===== config.mk =====
export PLATFORM = sky130hd
export DESIGN_NAME = lioreg_bank
export DESIGN_NICKNAME = d
export VERILOG_FILES = /design/src/rtl/lioreg_bank.v
export VERILOG_INCLUDE_DIRS = /design/src /design/src/rtl
export SDC_FILE = /design/constraint.sdc
export NUM_CORES = 1
export LEC_CHECK = 0
export ABC_AREA = 1
export BUFFER_PORTS_ARGS = -buffer_cell sky130_fd_sc_hd__buf_2
export CORE_MARGIN = 8
export CORE_UTILIZATION = 35
export DETAILED_ROUTE_END_ITERATION = 12
export PLACE_DENSITY_LB_ADDON = 0.1
export SYNTH_ARGS = -nofsm -noshare
export SYNTH_HDL_FRONTEND = slang
export SYNTH_SLANG_ARGS = --single-unit
export TNS_END_PERCENT = 30

===== constraint.sdc =====
create_clock -name core_clk -period 2.7 [get_ports core_clk]
set_clock_uncertainty 0.15 [all_clocks]
set_input_delay 0.405 -clock core_clk [delete_from_list [all_inputs] [get_ports core_clk]]
set_output_delay 0.405 -clock core_clk [all_outputs]
set_load 0.01 [all_outputs]

===== src/rtl/lioreg_defines.vh =====
// address map, field positions and reset values of the low i/o register bank
`ifndef LIOREG_DEFINES_VH
`define LIOREG_DEFINES_VH

`define LIO_DATA_OFFSET  8'h20
`define LIO_IO_LAST      8'h3F
`define LIO_BIT_LAST     6'h1F
`define LIO_EXT_FIRST    8'h60

`define LIO_PORT_B_OUTPUT_IN     6'h03
`define LIO_PORT_B_OUTPUT_DIR    6'h04
`define LIO_PORT_B_OUTPUT_OUT    6'h05
`define LIO_PORT_C_OUTPUT_IN     6'h06
`define LIO_PORT_C_OUTPUT_DIR    6'h07
`define LIO_PORT_C_OUTPUT_OUT    6'h08
`define LIO_PORT_D_OUTPUT_IN     6'h09
`define LIO_PORT_D_OUTPUT_DIR    6'h0A
`define LIO_PORT_D_OUTPUT_OUT    6'h0B
`define LIO_T0_FLAGS     6'h15
`define LIO_T1_FLAGS     6'h16
`define LIO_T2_FLAGS     6'h17
`define LIO_PC_FLAGS     6'h1B

`define LIO_PORT_C_OUTPUT_MASK   8'h7F
`define LIO_T0_MASK      8'h07
`define LIO_T1_MASK      8'h27
`define LIO_T2_MASK      8'h07
`define LIO_PC_MASK      8'h07
`define LIO_OVF_BIT      0
`define LIO_MATCH_A_BIT  1
`define LIO_MATCH_B_BIT  2
`define LIO_CAPTURE_BIT  5

`define LIO_RESET_BYTE   8'h00

`define LIO_OP_NONE      3'h0
`define LIO_OP_IO_READ   3'h1
`define LIO_OP_IO_WRITE  3'h2
`define LIO_OP_MEM_READ  3'h3
`define LIO_OP_MEM_WRITE 3'h4
`define LIO_OP_BIT_SET   3'h5
`define LIO_OP_BIT_CLEAR 3'h6
`define LIO_OP_BIT_TEST  3'h7

`endif


===== src/rtl/lioreg_bank.v =====
// low i/o register bank: three port triplets, timer and pin-change flags
// Contract
// - single bits at 0x00-0x1F set or cleared directly
// - skip instructions can test one bit there
// - status flags clear on one, zero keeps
// - bit set/clear touches only addressed bit
// - io instructions use six-bit address 0x00-0x3F
// - data-space alias is io address plus 0x20
// - extended region 0x60-0xFF via load/store only
// - port d input, direction, output at 0x09-0x0B
// - port c triplet at 0x06-0x08, bit 7 reserved
// - port b triplet at 0x03-0x05
// - timer0 flags at 0x15: b, a, overflow
// - timer1 flags at 0x16 plus capture bit 5
// - timer2 flags at 0x17: b, a, overflow
// - pin-change flags at 0x1B bits 2..0
`timescale 1ns/10ps
`include "lioreg_defines.vh"

module lioreg_bank (
  input  wire       core_clk,
  input  wire       rst_b,
  input  wire       clk_en,
  input  wire [2:0] op_code,
  input  wire [7:0] op_addr,
  input  wire [2:0] op_bit,
  input  wire [7:0] op_wdata,
  input  wire [7:0] port_b_pins,
  input  wire [7:0] port_c_pins,
  input  wire [7:0] port_d_pins,
  input  wire [2:0] timer0_events,
  input  wire [2:0] timer0_hw_clear,
  input  wire [3:0] timer1_events,
  input  wire [3:0] timer1_hw_clear,
  input  wire [2:0] timer2_events,
  input  wire [2:0] timer2_hw_clear,
  input  wire [2:0] pin_change_events,
  output reg  [7:0] rdata_reg,
  output reg        rvalid_reg,
  output reg        bit_value_reg,
  output reg        ext_sel_reg,
  output reg        bad_access_reg,
  output reg  [7:0] port_b_direction_bits,
  output reg  [7:0] port_b_output_bits,
  output reg  [7:0] port_c_direction_bits,
  output reg  [7:0] port_c_output_bits,
  output reg  [7:0] port_d_direction_bits,
  output reg  [7:0] port_d_output_bits,
  output reg  [7:0] timer0_flags,
  output reg  [7:0] timer1_flags,
  output reg  [7:0] timer2_flags,
  output reg  [7:0] pin_change_flags
);

  reg        rst_sync1_reg;
  reg        rst_sync2_reg;
  reg  [7:0] port_b_input_level;
  reg  [7:0] port_c_input_level;
  reg  [7:0] port_d_input_level;

  // collected event vectors, positioned at their register bits
  wire [7:0] t0_set;
  wire [7:0] t0_hw;
  wire [7:0] t1_set;
  wire [7:0] t1_hw;
  wire [7:0] t2_set;
  wire [7:0] t2_hw;
  wire [7:0] pc_set;

  reg        is_io;
  reg        is_rd;
  reg        is_wr;
  reg        is_bit;
  reg  [5:0] io_addr;
  reg  [7:0] mem_addr;
  reg        ext_hit;
  reg  [7:0] bit_mask;
  reg  [7:0] cur_val;
  reg  [7:0] wr_val;
  reg  [7:0] w1c_val;
  reg        mapped;

  // reset released through two flops, asserted asynchronously
  always @(posedge core_clk or negedge rst_b) begin
    if (!rst_b) begin
      rst_sync1_reg <= 1'b0;
      rst_sync2_reg <= 1'b0;
    end else begin
      rst_sync1_reg <= 1'b1;
      rst_sync2_reg <= rst_sync1_reg;
    end
  end

  assign t0_set = {5'h00, timer0_events};
  assign t0_hw  = {5'h00, timer0_hw_clear};
  assign t1_set = {2'h0, timer1_events[3], 2'h0, timer1_events[2:0]};
  assign t1_hw  = {2'h0, timer1_hw_clear[3], 2'h0, timer1_hw_clear[2:0]};
  assign t2_set = {5'h00, timer2_events};
  assign t2_hw  = {5'h00, timer2_hw_clear};
  assign pc_set = {5'h00, pin_change_events};

  // map a six-bit io address to its implemented bits
  function [7:0] lio_impl_mask;
    input [5:0] a;
    begin
      case (a)
        `LIO_PORT_B_OUTPUT_IN, `LIO_PORT_B_OUTPUT_DIR, `LIO_PORT_B_OUTPUT_OUT,
        `LIO_PORT_D_OUTPUT_IN, `LIO_PORT_D_OUTPUT_DIR, `LIO_PORT_D_OUTPUT_OUT:
          lio_impl_mask = 8'hFF;
        `LIO_PORT_C_OUTPUT_IN, `LIO_PORT_C_OUTPUT_DIR, `LIO_PORT_C_OUTPUT_OUT:
          lio_impl_mask = `LIO_PORT_C_OUTPUT_MASK;
        `LIO_T0_FLAGS: lio_impl_mask = `LIO_T0_MASK;
        `LIO_T1_FLAGS: lio_impl_mask = `LIO_T1_MASK;
        `LIO_T2_FLAGS: lio_impl_mask = `LIO_T2_MASK;
        `LIO_PC_FLAGS: lio_impl_mask = `LIO_PC_MASK;
        default:       lio_impl_mask = 8'h00;
      endcase
    end
  endfunction

  // flag update: hardware set beats any clear in the same cycle
  function [7:0] lio_flag_next;
    input [7:0] cur;
    input [7:0] set;
    input [7:0] sw_clr;
    input [7:0] hw_clr;
    input [7:0] mask;
    begin
      lio_flag_next = ((cur & ~sw_clr & ~hw_clr) | set) & mask;
    end
  endfunction

  // decode of the access
  always @* begin
    is_io   = (op_code == `LIO_OP_IO_READ) || (op_code == `LIO_OP_IO_WRITE);
    is_bit  = (op_code == `LIO_OP_BIT_SET) ||
              (op_code == `LIO_OP_BIT_CLEAR) ||
              (op_code == `LIO_OP_BIT_TEST);
    is_rd   = (op_code == `LIO_OP_IO_READ) ||
              (op_code == `LIO_OP_MEM_READ);
    is_wr   = (op_code == `LIO_OP_IO_WRITE) ||
              (op_code == `LIO_OP_MEM_WRITE);
    ext_hit = 1'b0;
    mapped  = 1'b1;
    io_addr = op_addr[5:0];
    mem_addr = op_addr - `LIO_DATA_OFFSET;
    if (is_io || is_bit) begin
      io_addr = op_addr[5:0];
      if (op_addr > `LIO_IO_LAST)
        mapped = 1'b0;
      if (is_bit && (op_addr[5:0] > `LIO_BIT_LAST))
        mapped = 1'b0;
    end else if (op_code != `LIO_OP_NONE) begin
      // load/store see the bank shifted up by the alias offset
      // the alias offset is below 0x40, so six bits keep the register index
      io_addr = mem_addr[5:0];
      if (op_addr >= `LIO_EXT_FIRST) begin
        ext_hit = 1'b1;
        mapped  = 1'b0;
      end else if (op_addr < `LIO_DATA_OFFSET) begin
        mapped  = 1'b0;
      end
    end
    bit_mask = 8'h01 << op_bit;
    case (io_addr)
      `LIO_PORT_B_OUTPUT_IN:  cur_val = port_b_input_level;
      `LIO_PORT_B_OUTPUT_DIR: cur_val = port_b_direction_bits;
      `LIO_PORT_B_OUTPUT_OUT: cur_val = port_b_output_bits;
      `LIO_PORT_C_OUTPUT_IN:  cur_val = port_c_input_level;
      `LIO_PORT_C_OUTPUT_DIR: cur_val = port_c_direction_bits;
      `LIO_PORT_C_OUTPUT_OUT: cur_val = port_c_output_bits;
      `LIO_PORT_D_OUTPUT_IN:  cur_val = port_d_input_level;
      `LIO_PORT_D_OUTPUT_DIR: cur_val = port_d_direction_bits;
      `LIO_PORT_D_OUTPUT_OUT: cur_val = port_d_output_bits;
      `LIO_T0_FLAGS:  cur_val = timer0_flags;
      `LIO_T1_FLAGS:  cur_val = timer1_flags;
      `LIO_T2_FLAGS:  cur_val = timer2_flags;
      `LIO_PC_FLAGS:  cur_val = pin_change_flags;
      default:        cur_val = 8'h00;
    endcase
    cur_val = cur_val & lio_impl_mask(io_addr) & {8{mapped}};
    // plain registers: read-modify-write of the one bit
    wr_val = op_wdata;
    if (op_code == `LIO_OP_BIT_SET)
      wr_val = cur_val | bit_mask;
    else if (op_code == `LIO_OP_BIT_CLEAR)
      wr_val = cur_val & ~bit_mask;
    // flag registers: a bit set clears only the addressed flag
    w1c_val = 8'h00;
    if (is_wr)
      w1c_val = op_wdata;
    else if (op_code == `LIO_OP_BIT_SET)
      w1c_val = bit_mask;
    if (!mapped || !(is_wr || op_code == `LIO_OP_BIT_SET ||
        op_code == `LIO_OP_BIT_CLEAR)) begin
      w1c_val = 8'h00;
    end
  end

  always @(posedge core_clk or negedge rst_sync2_reg) begin
    if (!rst_sync2_reg) begin
      port_b_input_level    <= `LIO_RESET_BYTE;
      port_c_input_level    <= `LIO_RESET_BYTE;
      port_d_input_level    <= `LIO_RESET_BYTE;
      port_b_direction_bits <= `LIO_RESET_BYTE;
      port_b_output_bits    <= `LIO_RESET_BYTE;
      port_c_direction_bits <= `LIO_RESET_BYTE;
      port_c_output_bits    <= `LIO_RESET_BYTE;
      port_d_direction_bits <= `LIO_RESET_BYTE;
      port_d_output_bits    <= `LIO_RESET_BYTE;
      timer0_flags          <= `LIO_RESET_BYTE;
      timer1_flags          <= `LIO_RESET_BYTE;
      timer2_flags          <= `LIO_RESET_BYTE;
      pin_change_flags      <= `LIO_RESET_BYTE;
      rdata_reg             <= `LIO_RESET_BYTE;
      rvalid_reg            <= 1'b0;
      bit_value_reg         <= 1'b0;
      ext_sel_reg           <= 1'b0;
      bad_access_reg        <= 1'b0;
    end else if (clk_en) begin
      // pins are sampled each cycle that clk_en is high; input registers are read only
      port_b_input_level <= port_b_pins;
      port_c_input_level <= port_c_pins & `LIO_PORT_C_OUTPUT_MASK;
      port_d_input_level <= port_d_pins;
      rvalid_reg    <= mapped && (is_rd || op_code == `LIO_OP_BIT_TEST);
      rdata_reg     <= is_rd ? cur_val : `LIO_RESET_BYTE;
      bit_value_reg <= (op_code == `LIO_OP_BIT_TEST) &&
                       (|(cur_val & bit_mask));
      ext_sel_reg   <= ext_hit;
      // out-of-range addresses are harmless, but the core is told
      bad_access_reg <= (op_code != `LIO_OP_NONE) &&
                        !mapped && !ext_hit;
      if (mapped && (is_wr || op_code == `LIO_OP_BIT_SET ||
          op_code == `LIO_OP_BIT_CLEAR)) begin
        case (io_addr)
          `LIO_PORT_B_OUTPUT_DIR: port_b_direction_bits <= wr_val;
          `LIO_PORT_B_OUTPUT_OUT: port_b_output_bits    <= wr_val;
          `LIO_PORT_C_OUTPUT_DIR:
            port_c_direction_bits <= wr_val & `LIO_PORT_C_OUTPUT_MASK;
          `LIO_PORT_C_OUTPUT_OUT:
            port_c_output_bits    <= wr_val & `LIO_PORT_C_OUTPUT_MASK;
          `LIO_PORT_D_OUTPUT_DIR: port_d_direction_bits <= wr_val;
          `LIO_PORT_D_OUTPUT_OUT: port_d_output_bits    <= wr_val;
          default: ;
        endcase
      end
      timer0_flags <= lio_flag_next(timer0_flags, t0_set,
        (io_addr == `LIO_T0_FLAGS) ? w1c_val : 8'h00, t0_hw,
        `LIO_T0_MASK);
      timer1_flags <= lio_flag_next(timer1_flags, t1_set,
        (io_addr == `LIO_T1_FLAGS) ? w1c_val : 8'h00, t1_hw,
        `LIO_T1_MASK);
      timer2_flags <= lio_flag_next(timer2_flags, t2_set,
        (io_addr == `LIO_T2_FLAGS) ? w1c_val : 8'h00, t2_hw,
        `LIO_T2_MASK);
      pin_change_flags <= lio_flag_next(pin_change_flags, pc_set,
        (io_addr == `LIO_PC_FLAGS) ? w1c_val : 8'h00, 8'h00,
        `LIO_PC_MASK);
    end
  end

endmodule


== After elaboration in Yosys (flattened, before gate mapping) ==
Memory sizes are Yosys's and may differ from the RTL's.
Index checks and enable logic that the tools add are counted.

* Bits of input ports: 72
* ROM bits: 256
* Memories kept: 1
* Output and inout bits: 92
* Bits in registers: 96
* Word-level logic and storage cells: 121

* Multiplexer cells: 23
* Equal/unequal tests: 20
* Add/sub/neg operators: 1
* Shift operators: 1
* Reductions and logical operators: 27
* Bitwise logic cells: 24
* $lt $le $gt $ge: 4

{| class="wikitable"
|+ Memories
! name !! depth !! width !! read ports !! clocked after Yosys merged registers in !! wr ports !! line !! text
|-
| (name not given) || 32 || 8 || 1 || 0 || 0 || lioreg_bank.v:106 || <nowiki>case (a)</nowiki>
|}

{| class="wikitable"
|+ Operators with widths
! operator !! number
|-
| 8-bit case mux with 13 select lines || 1
|-
| 6-bit 2-to-1 mux || 6
|-
| 8-bit bitwise AND || 4
|-
| 8-bit 2-to-1 mux || 4
|-
| 6-bit by 3-bit equality test with 1-bit output (second input constant) || 4
|-
| 6-bit by 4-bit equality test with 1-bit output (second input constant) || 4
|-
| 6-bit by 5-bit equality test with 1-bit output (second input constant) || 4
|-
| 3-bit AND reduction || 6
|-
| 3-bit bitwise AND || 5
|-
| 3-bit inverter || 5
|-
| 6-bit bitwise AND || 2
|-
| 3-bit equality test (second input constant) || 4
|-
| 6-bit inverter || 2
|-
| 1-bit logical OR || 10
|-
| 1-bit 2-to-1 mux || 9
|-
| 3-bit 2-to-1 mux || 3
|-
| 3-bit OR || 3
|-
| 8-bit by 7-bit >= comparator with 1-bit output (second input constant) || 1
|-
| 8-bit by 6-bit > comparator with 1-bit output (second input constant) || 1
|-
| 8-bit by 6-bit less-than comparator with 1-bit output (second input constant) || 1
|-
| 8-bit inverter || 1
|-
| 8-bit OR || 1
|-
| 8-bit OR reduction || 1
|-
| 1-bit by 3-bit left shift with 8-bit output (first input constant) || 1
|-
| other kinds (9) || 17
|}

== Logic depth before layout (Yosys ltp) ==
* Depth in word-level cells: 14
* Mapped depth: 20
* Depth with buffers taken out: 17

== Worst setup path after synthesis ==
Ideal clock, no wire load.

* Kind: input to register
* Start: in op_code[0]
* End: reg port_b_direction_bits[0]
* Cell stages on the path: 19
* Arrival time: 1.887 ns
* Setup time: 0.117 ns
* Slack: 0.547 ns
* Buffers on the path: 3
* Data required time: 2.433 ns
* Path through: buf_2 > nor2_1 > nand2_1 > nand3_1 > nand2_2 > buf_6 > buf_6 > nand4_1 > nand2_1 > inv_1 > nand2_1 > nor2_1 > nand2_1 > nand2_1 > nand2_1 > nand2_1 > nand3_2 > nand2_1 > nand2_1

* Longest elaborated chain between the ends: 12
* Elaborated cells between the ends (all ways): 44
* Those cells by class: 19 x eq/ne; 9 x mux; 4 x bitwise; 11 x reduce/logical; 1 x memory

{| class="wikitable"
|+ RTL lines
! element !! line !! text
|-
| start, declared || lioreg_bank.v:24 || <nowiki>input wire [2:0] op_code,</nowiki>
|-
| 3-bit equality test (no source line) || -- ||
|-
| 1-bit logical OR (2 in series) || lioreg_bank.v:136 || <nowiki>is_bit = (op_code == `LIO_OP_BIT_SET) ||</nowiki>
|-
| 1-bit logical OR || lioreg_bank.v:147 || <nowiki>if (is_io || is_bit) begin</nowiki>
|-
| 6-bit 2-to-1 mux || lioreg_bank.v:147 ||
|-
| memory read 32 x 8 bit, or another cell as far along || -- ||
|-
| 8-bit 2-to-1 mux / 8-bit case mux with 13 select lines (equally long branches) || lioreg_bank.v:106, lioreg_bank.v:165 ||
|-
| 8-bit bitwise AND (2 in series) || lioreg_bank.v:181 || <nowiki>cur_val = cur_val & lio_impl_mask(io_addr) & {8{mapped}};</nowiki>
|-
| 8-bit bitwise AND || lioreg_bank.v:187 || <nowiki>wr_val = cur_val & ~bit_mask;</nowiki>
|-
| 8-bit 2-to-1 mux || lioreg_bank.v:186 || <nowiki>else if (op_code == `LIO_OP_BIT_CLEAR)</nowiki>
|-
| 8-bit 2-to-1 mux || lioreg_bank.v:184 || <nowiki>if (op_code == `LIO_OP_BIT_SET)</nowiki>
|-
| end signal, assigned || lioreg_bank.v:205 || <nowiki>port_b_direction_bits <= `LIO_RESET_BYTE;</nowiki>
|-
| end signal, assigned || lioreg_bank.v:236 || <nowiki>`LIO_PORT_B_OUTPUT_DIR: port_b_direction_bits <= wr_val;</nowiki>
|-
| end, declared || lioreg_bank.v:43 || <nowiki>output reg [7:0] port_b_direction_bits,</nowiki>
|}

Several ways; a longest one is shown, not always the timed one.
A chain may end at the register's enable or synchronous reset.

== Worst setup path after layout ==
* Start: in op_code[1]
* End: reg port_b_direction_bits[0]

The elaborated chain is that of the path after synthesis.

==> impl_results.md <==
* # resized after CTS at 0
* Die Y at 140.4 um
* CTS tree: built
* Core Rows at 45
* Initial antenna violation count at 0
* Final Core Density at 0.4414
* H-tree depth at 3
* Yosys warns at 0
* Crit share post-route at 0.8667
* Least-Margin Pin Slew at 0.5589 ns
* Share of cells above drive strength 1 at 0.2310
* Syn Inst Count at 760
* Leakage at 0.003698 uW
* Psw at 962.6 uW
* Gate power share at 0.150
* Count of flip-flops with a built-in enable after synthesis at 0
* Pwr/cell area at 494.7 mW/mm^2
* Fmax at 0.4274 GHz
* Multi-input logic area at 0.002584 mm^2
* Cell area after synthesis at 0.005414 mm^2
* Register Area at 0.002406 mm^2
* Critical R2R Capture: port_b_direction_bits[0]
* Antenna cells at 0
* Critical Path Start: op_code[1]
* CP startpoint kind: input port
* CP endpoint: port_b_direction_bits[0]
* Status: complete, no violations
* Vias per cell at 4.869
* CP arrival at 2.44 ns
* Hold bufs inserted after CTS at 1
* CTS clk-pin slew, worst paths at 0.07 ns
* Post-route ant nets at 0
* Initial drt markers at 335
* Core ar. at 0.01515 mm^2
* Sw Ratio at 0.2910
* Crit path time final at 2.340 ns
* Synth cell types at 29
* Max Buffers Root-to-Sink at 2
* RSZ-0062 raised after global routing: false
* Endpoint class of the critical path: flip-flop
* Post-CTS Setup Repair Bufs at 0
* Final hold violations at 0
* Register area share after synthesis at 0.4437
* Area grow syn2layout at 23.48%
* Rel. slew slack at 0.6245
* Worst reg2reg path depth at 12
* Nets at 989
* Vias at 5405
* WL final at 18200 um
* Clock Sinks at 96
* Vias in the first global route at 5498
* TNS Setup at 0 ns
* Die Wd at 140.4 um
* Data required, critical path at 2.80 ns
* Final Setup Violations at 0
* Synth Register Bits at 96
* Worst IR drop on VDD at 0.2887 mV
* Num CTS Buffers at 9
* Max_cap viols at 0
* Fillers at 1627
* Seq pwr share at 0.479
* Post-synthesis async set-or-reset flop share at 1.000
* Worst r2r src: pin_change_flags[0]
* Critical path class: input port to flip-flop
* Ys flop type: dfrtp_1
* Largest net degree at the start of global routing at 51
* Total internal power at 2345 uW
* Ports at 164
* Most common cell on crit path: nand2_1
* Reg2Reg Setup Slack at 0.90 ns
* DP HPWL at 14710 um
* Average wire per standard cell at 16.39 um
* Port Buffers at 141
* Final non-filler cell total at 1110
* DR DRC count at 0
* Total GRT Usage at 0.1874
* CP Max Fanout at 7
* Tot Pwr at 3307 uW
* Max-slew violation count at 0
* Placer Congestion at 0.8541
* Congestion Overflow GR at 0
* Largest stage delay, worst path at 0.17 ns
* Worst path cell trace: buf_2 -> nor2_1 -> nand2_1 -> nand3_1 -> nand2_2 -> nand2_4 -> nor2_1 -> buf_4 -> nand2_1 -> nand3_1 -> nor2_1 -> nand2_1 -> nand2_1 -> nand2_1 -> nand2_1 -> nand3_2 -> nand2_1 -> nand2_1
* Hold Path Class: flip-flop to async pin
* DR pass1 iterations at 5
* Die area at 0.01970 mm^2
* Root Driver: clkbuf_16
* Slowest-stage cell, CP: nor2_1
* Clock Latency Late Sink at 0.35 ns
* Initial Util at 0.3575
* First-pass GRT wire length at 29350 um
* Synthesized area per cell at 7.124 um^2
* Placed insts at 1093
* Clock share of power at 0.371
==> cell type report <==
class / count / share of cell area
Multi-Input combinational cell: 581 / 0.3865
Sequential cell: 96 / 0.3599
Timing Repair Buffer: 176 / 0.1471
Clock buffer: 12 / 0.03687
Tap cell: 188 / 0.03519
Inverter: 53 / 0.03013
Clock inverter: 4 / 0.004305
==> worst min path at each step <==
stage,end,slack (ns),cells after the start
final,port_b_direction_bits[6],0.02,0
after CTS,port_b_direction_bits[6],0.03,0
after detailed placement,port_b_direction_bits[6],0.02,0
after floorplan,rst_sync1_reg,-0.04,0
after global routing,port_b_direction_bits[6],0.03,0
after global placement,port_b_direction_bits[6],0.02,0
==> logic make-up after synthesis <==
| logic type | count (synthesis) | share of synthesized area |
|---|---|---|
| AOI/OAI and AO/OA | 63 | 0.06494 |
| DFF | 96 | 0.4437 |
| other | 2 | 0.001387 |
| buffers and inverters | 103 | 0.09291 |
| and+or+nand+nor | 496 | 0.3970 |
==> worst max-delay path, delay by kind of cell <==
family | cells | cell delay, ns
buffers and inverters | 2 | 0.26
AND/OR/NAND/NOR | 16 | 1.73
==> cells in the mapped netlist, types with 5 or more instances <==
cell,n,area share
nor3_1,14,0.013
dfrtp_1,96,0.44
inv_1,49,0.034
nand3_2,5,0.0092
nand2_1,312,0.22
nand3_1,39,0.036
a21oi_1,11,0.010
o21ai_1,23,0.021
nand3b_1,12,0.017
buf_4,22,0.031
o21ai_0,18,0.017
buf_2,7,0.0065
nor2_1,62,0.043
nand4_1,42,0.049
nor2_2,5,0.0058
clkbuf_1,16,0.011
==> layer usage <==
layer | wire length, um | global-route usage | share of wire
met3 | 1026 | 0.04655 | 0.056
met1 | 8518 | 0.2423 | 0.47
met4 | 212 | 0.04057 | 0.012
met5 | 0 | 0 | 0
met2 | 8440 | 0.3100 | 0.46
==> metrics by stage <==
| stage | worst slack (ns) | instance area [um^2] | hold slack [ns] |
|---|---|---|---|
| global route | 0.2205 | 6685 | 0.03316 |
| global placement | 0.06948 | 6400 | 0.01705 |
| floorplan | 0.5466 | 5490 | -0.04059 |
| finish | 0.3600 | 6685 | 0.01656 |
| detailed placement | 0.05482 | 6400 | 0.01873 |
| CTS | 0.3763 | 6685 | 0.02575 |
==> cell usage in the layout (no fill, tap or decap), types with 2 or more instances in the layout <==
cell type and count:
nand2_1 312, buf_2 141, dfrtp_1 95, nor2_1 62, inv_1 49, nand4_1 42, nand3_1 39, buf_4 33
o21ai_1 23, conb_1 22, o21ai_0 18, nor3_1 14, nand3b_1 12, a21oi_1 11, clkbuf_16 9, nor2_2 5
nand3_2 5, inv_2 3, o21ai_2 3, a22oi_1 3, o31ai_1 3, nand2_2 2, nor2_4 2, clkbuf_1 2
clkinvlp_4 2
==> power groups by stage <==
stage / combinational [uW] / sequential, uW / clock [uW]
after floorplan: 275 / 1630 / 0
after CTS: 501 / 1590 / 1250
after global placement: 493 / 1610 / 0
after detailed placement: 499 / 1610 / 0
after global routing: 559 / 1600 / 1320
final: 497 / 1580 / 1230
(Power assumes the default switching activity.)
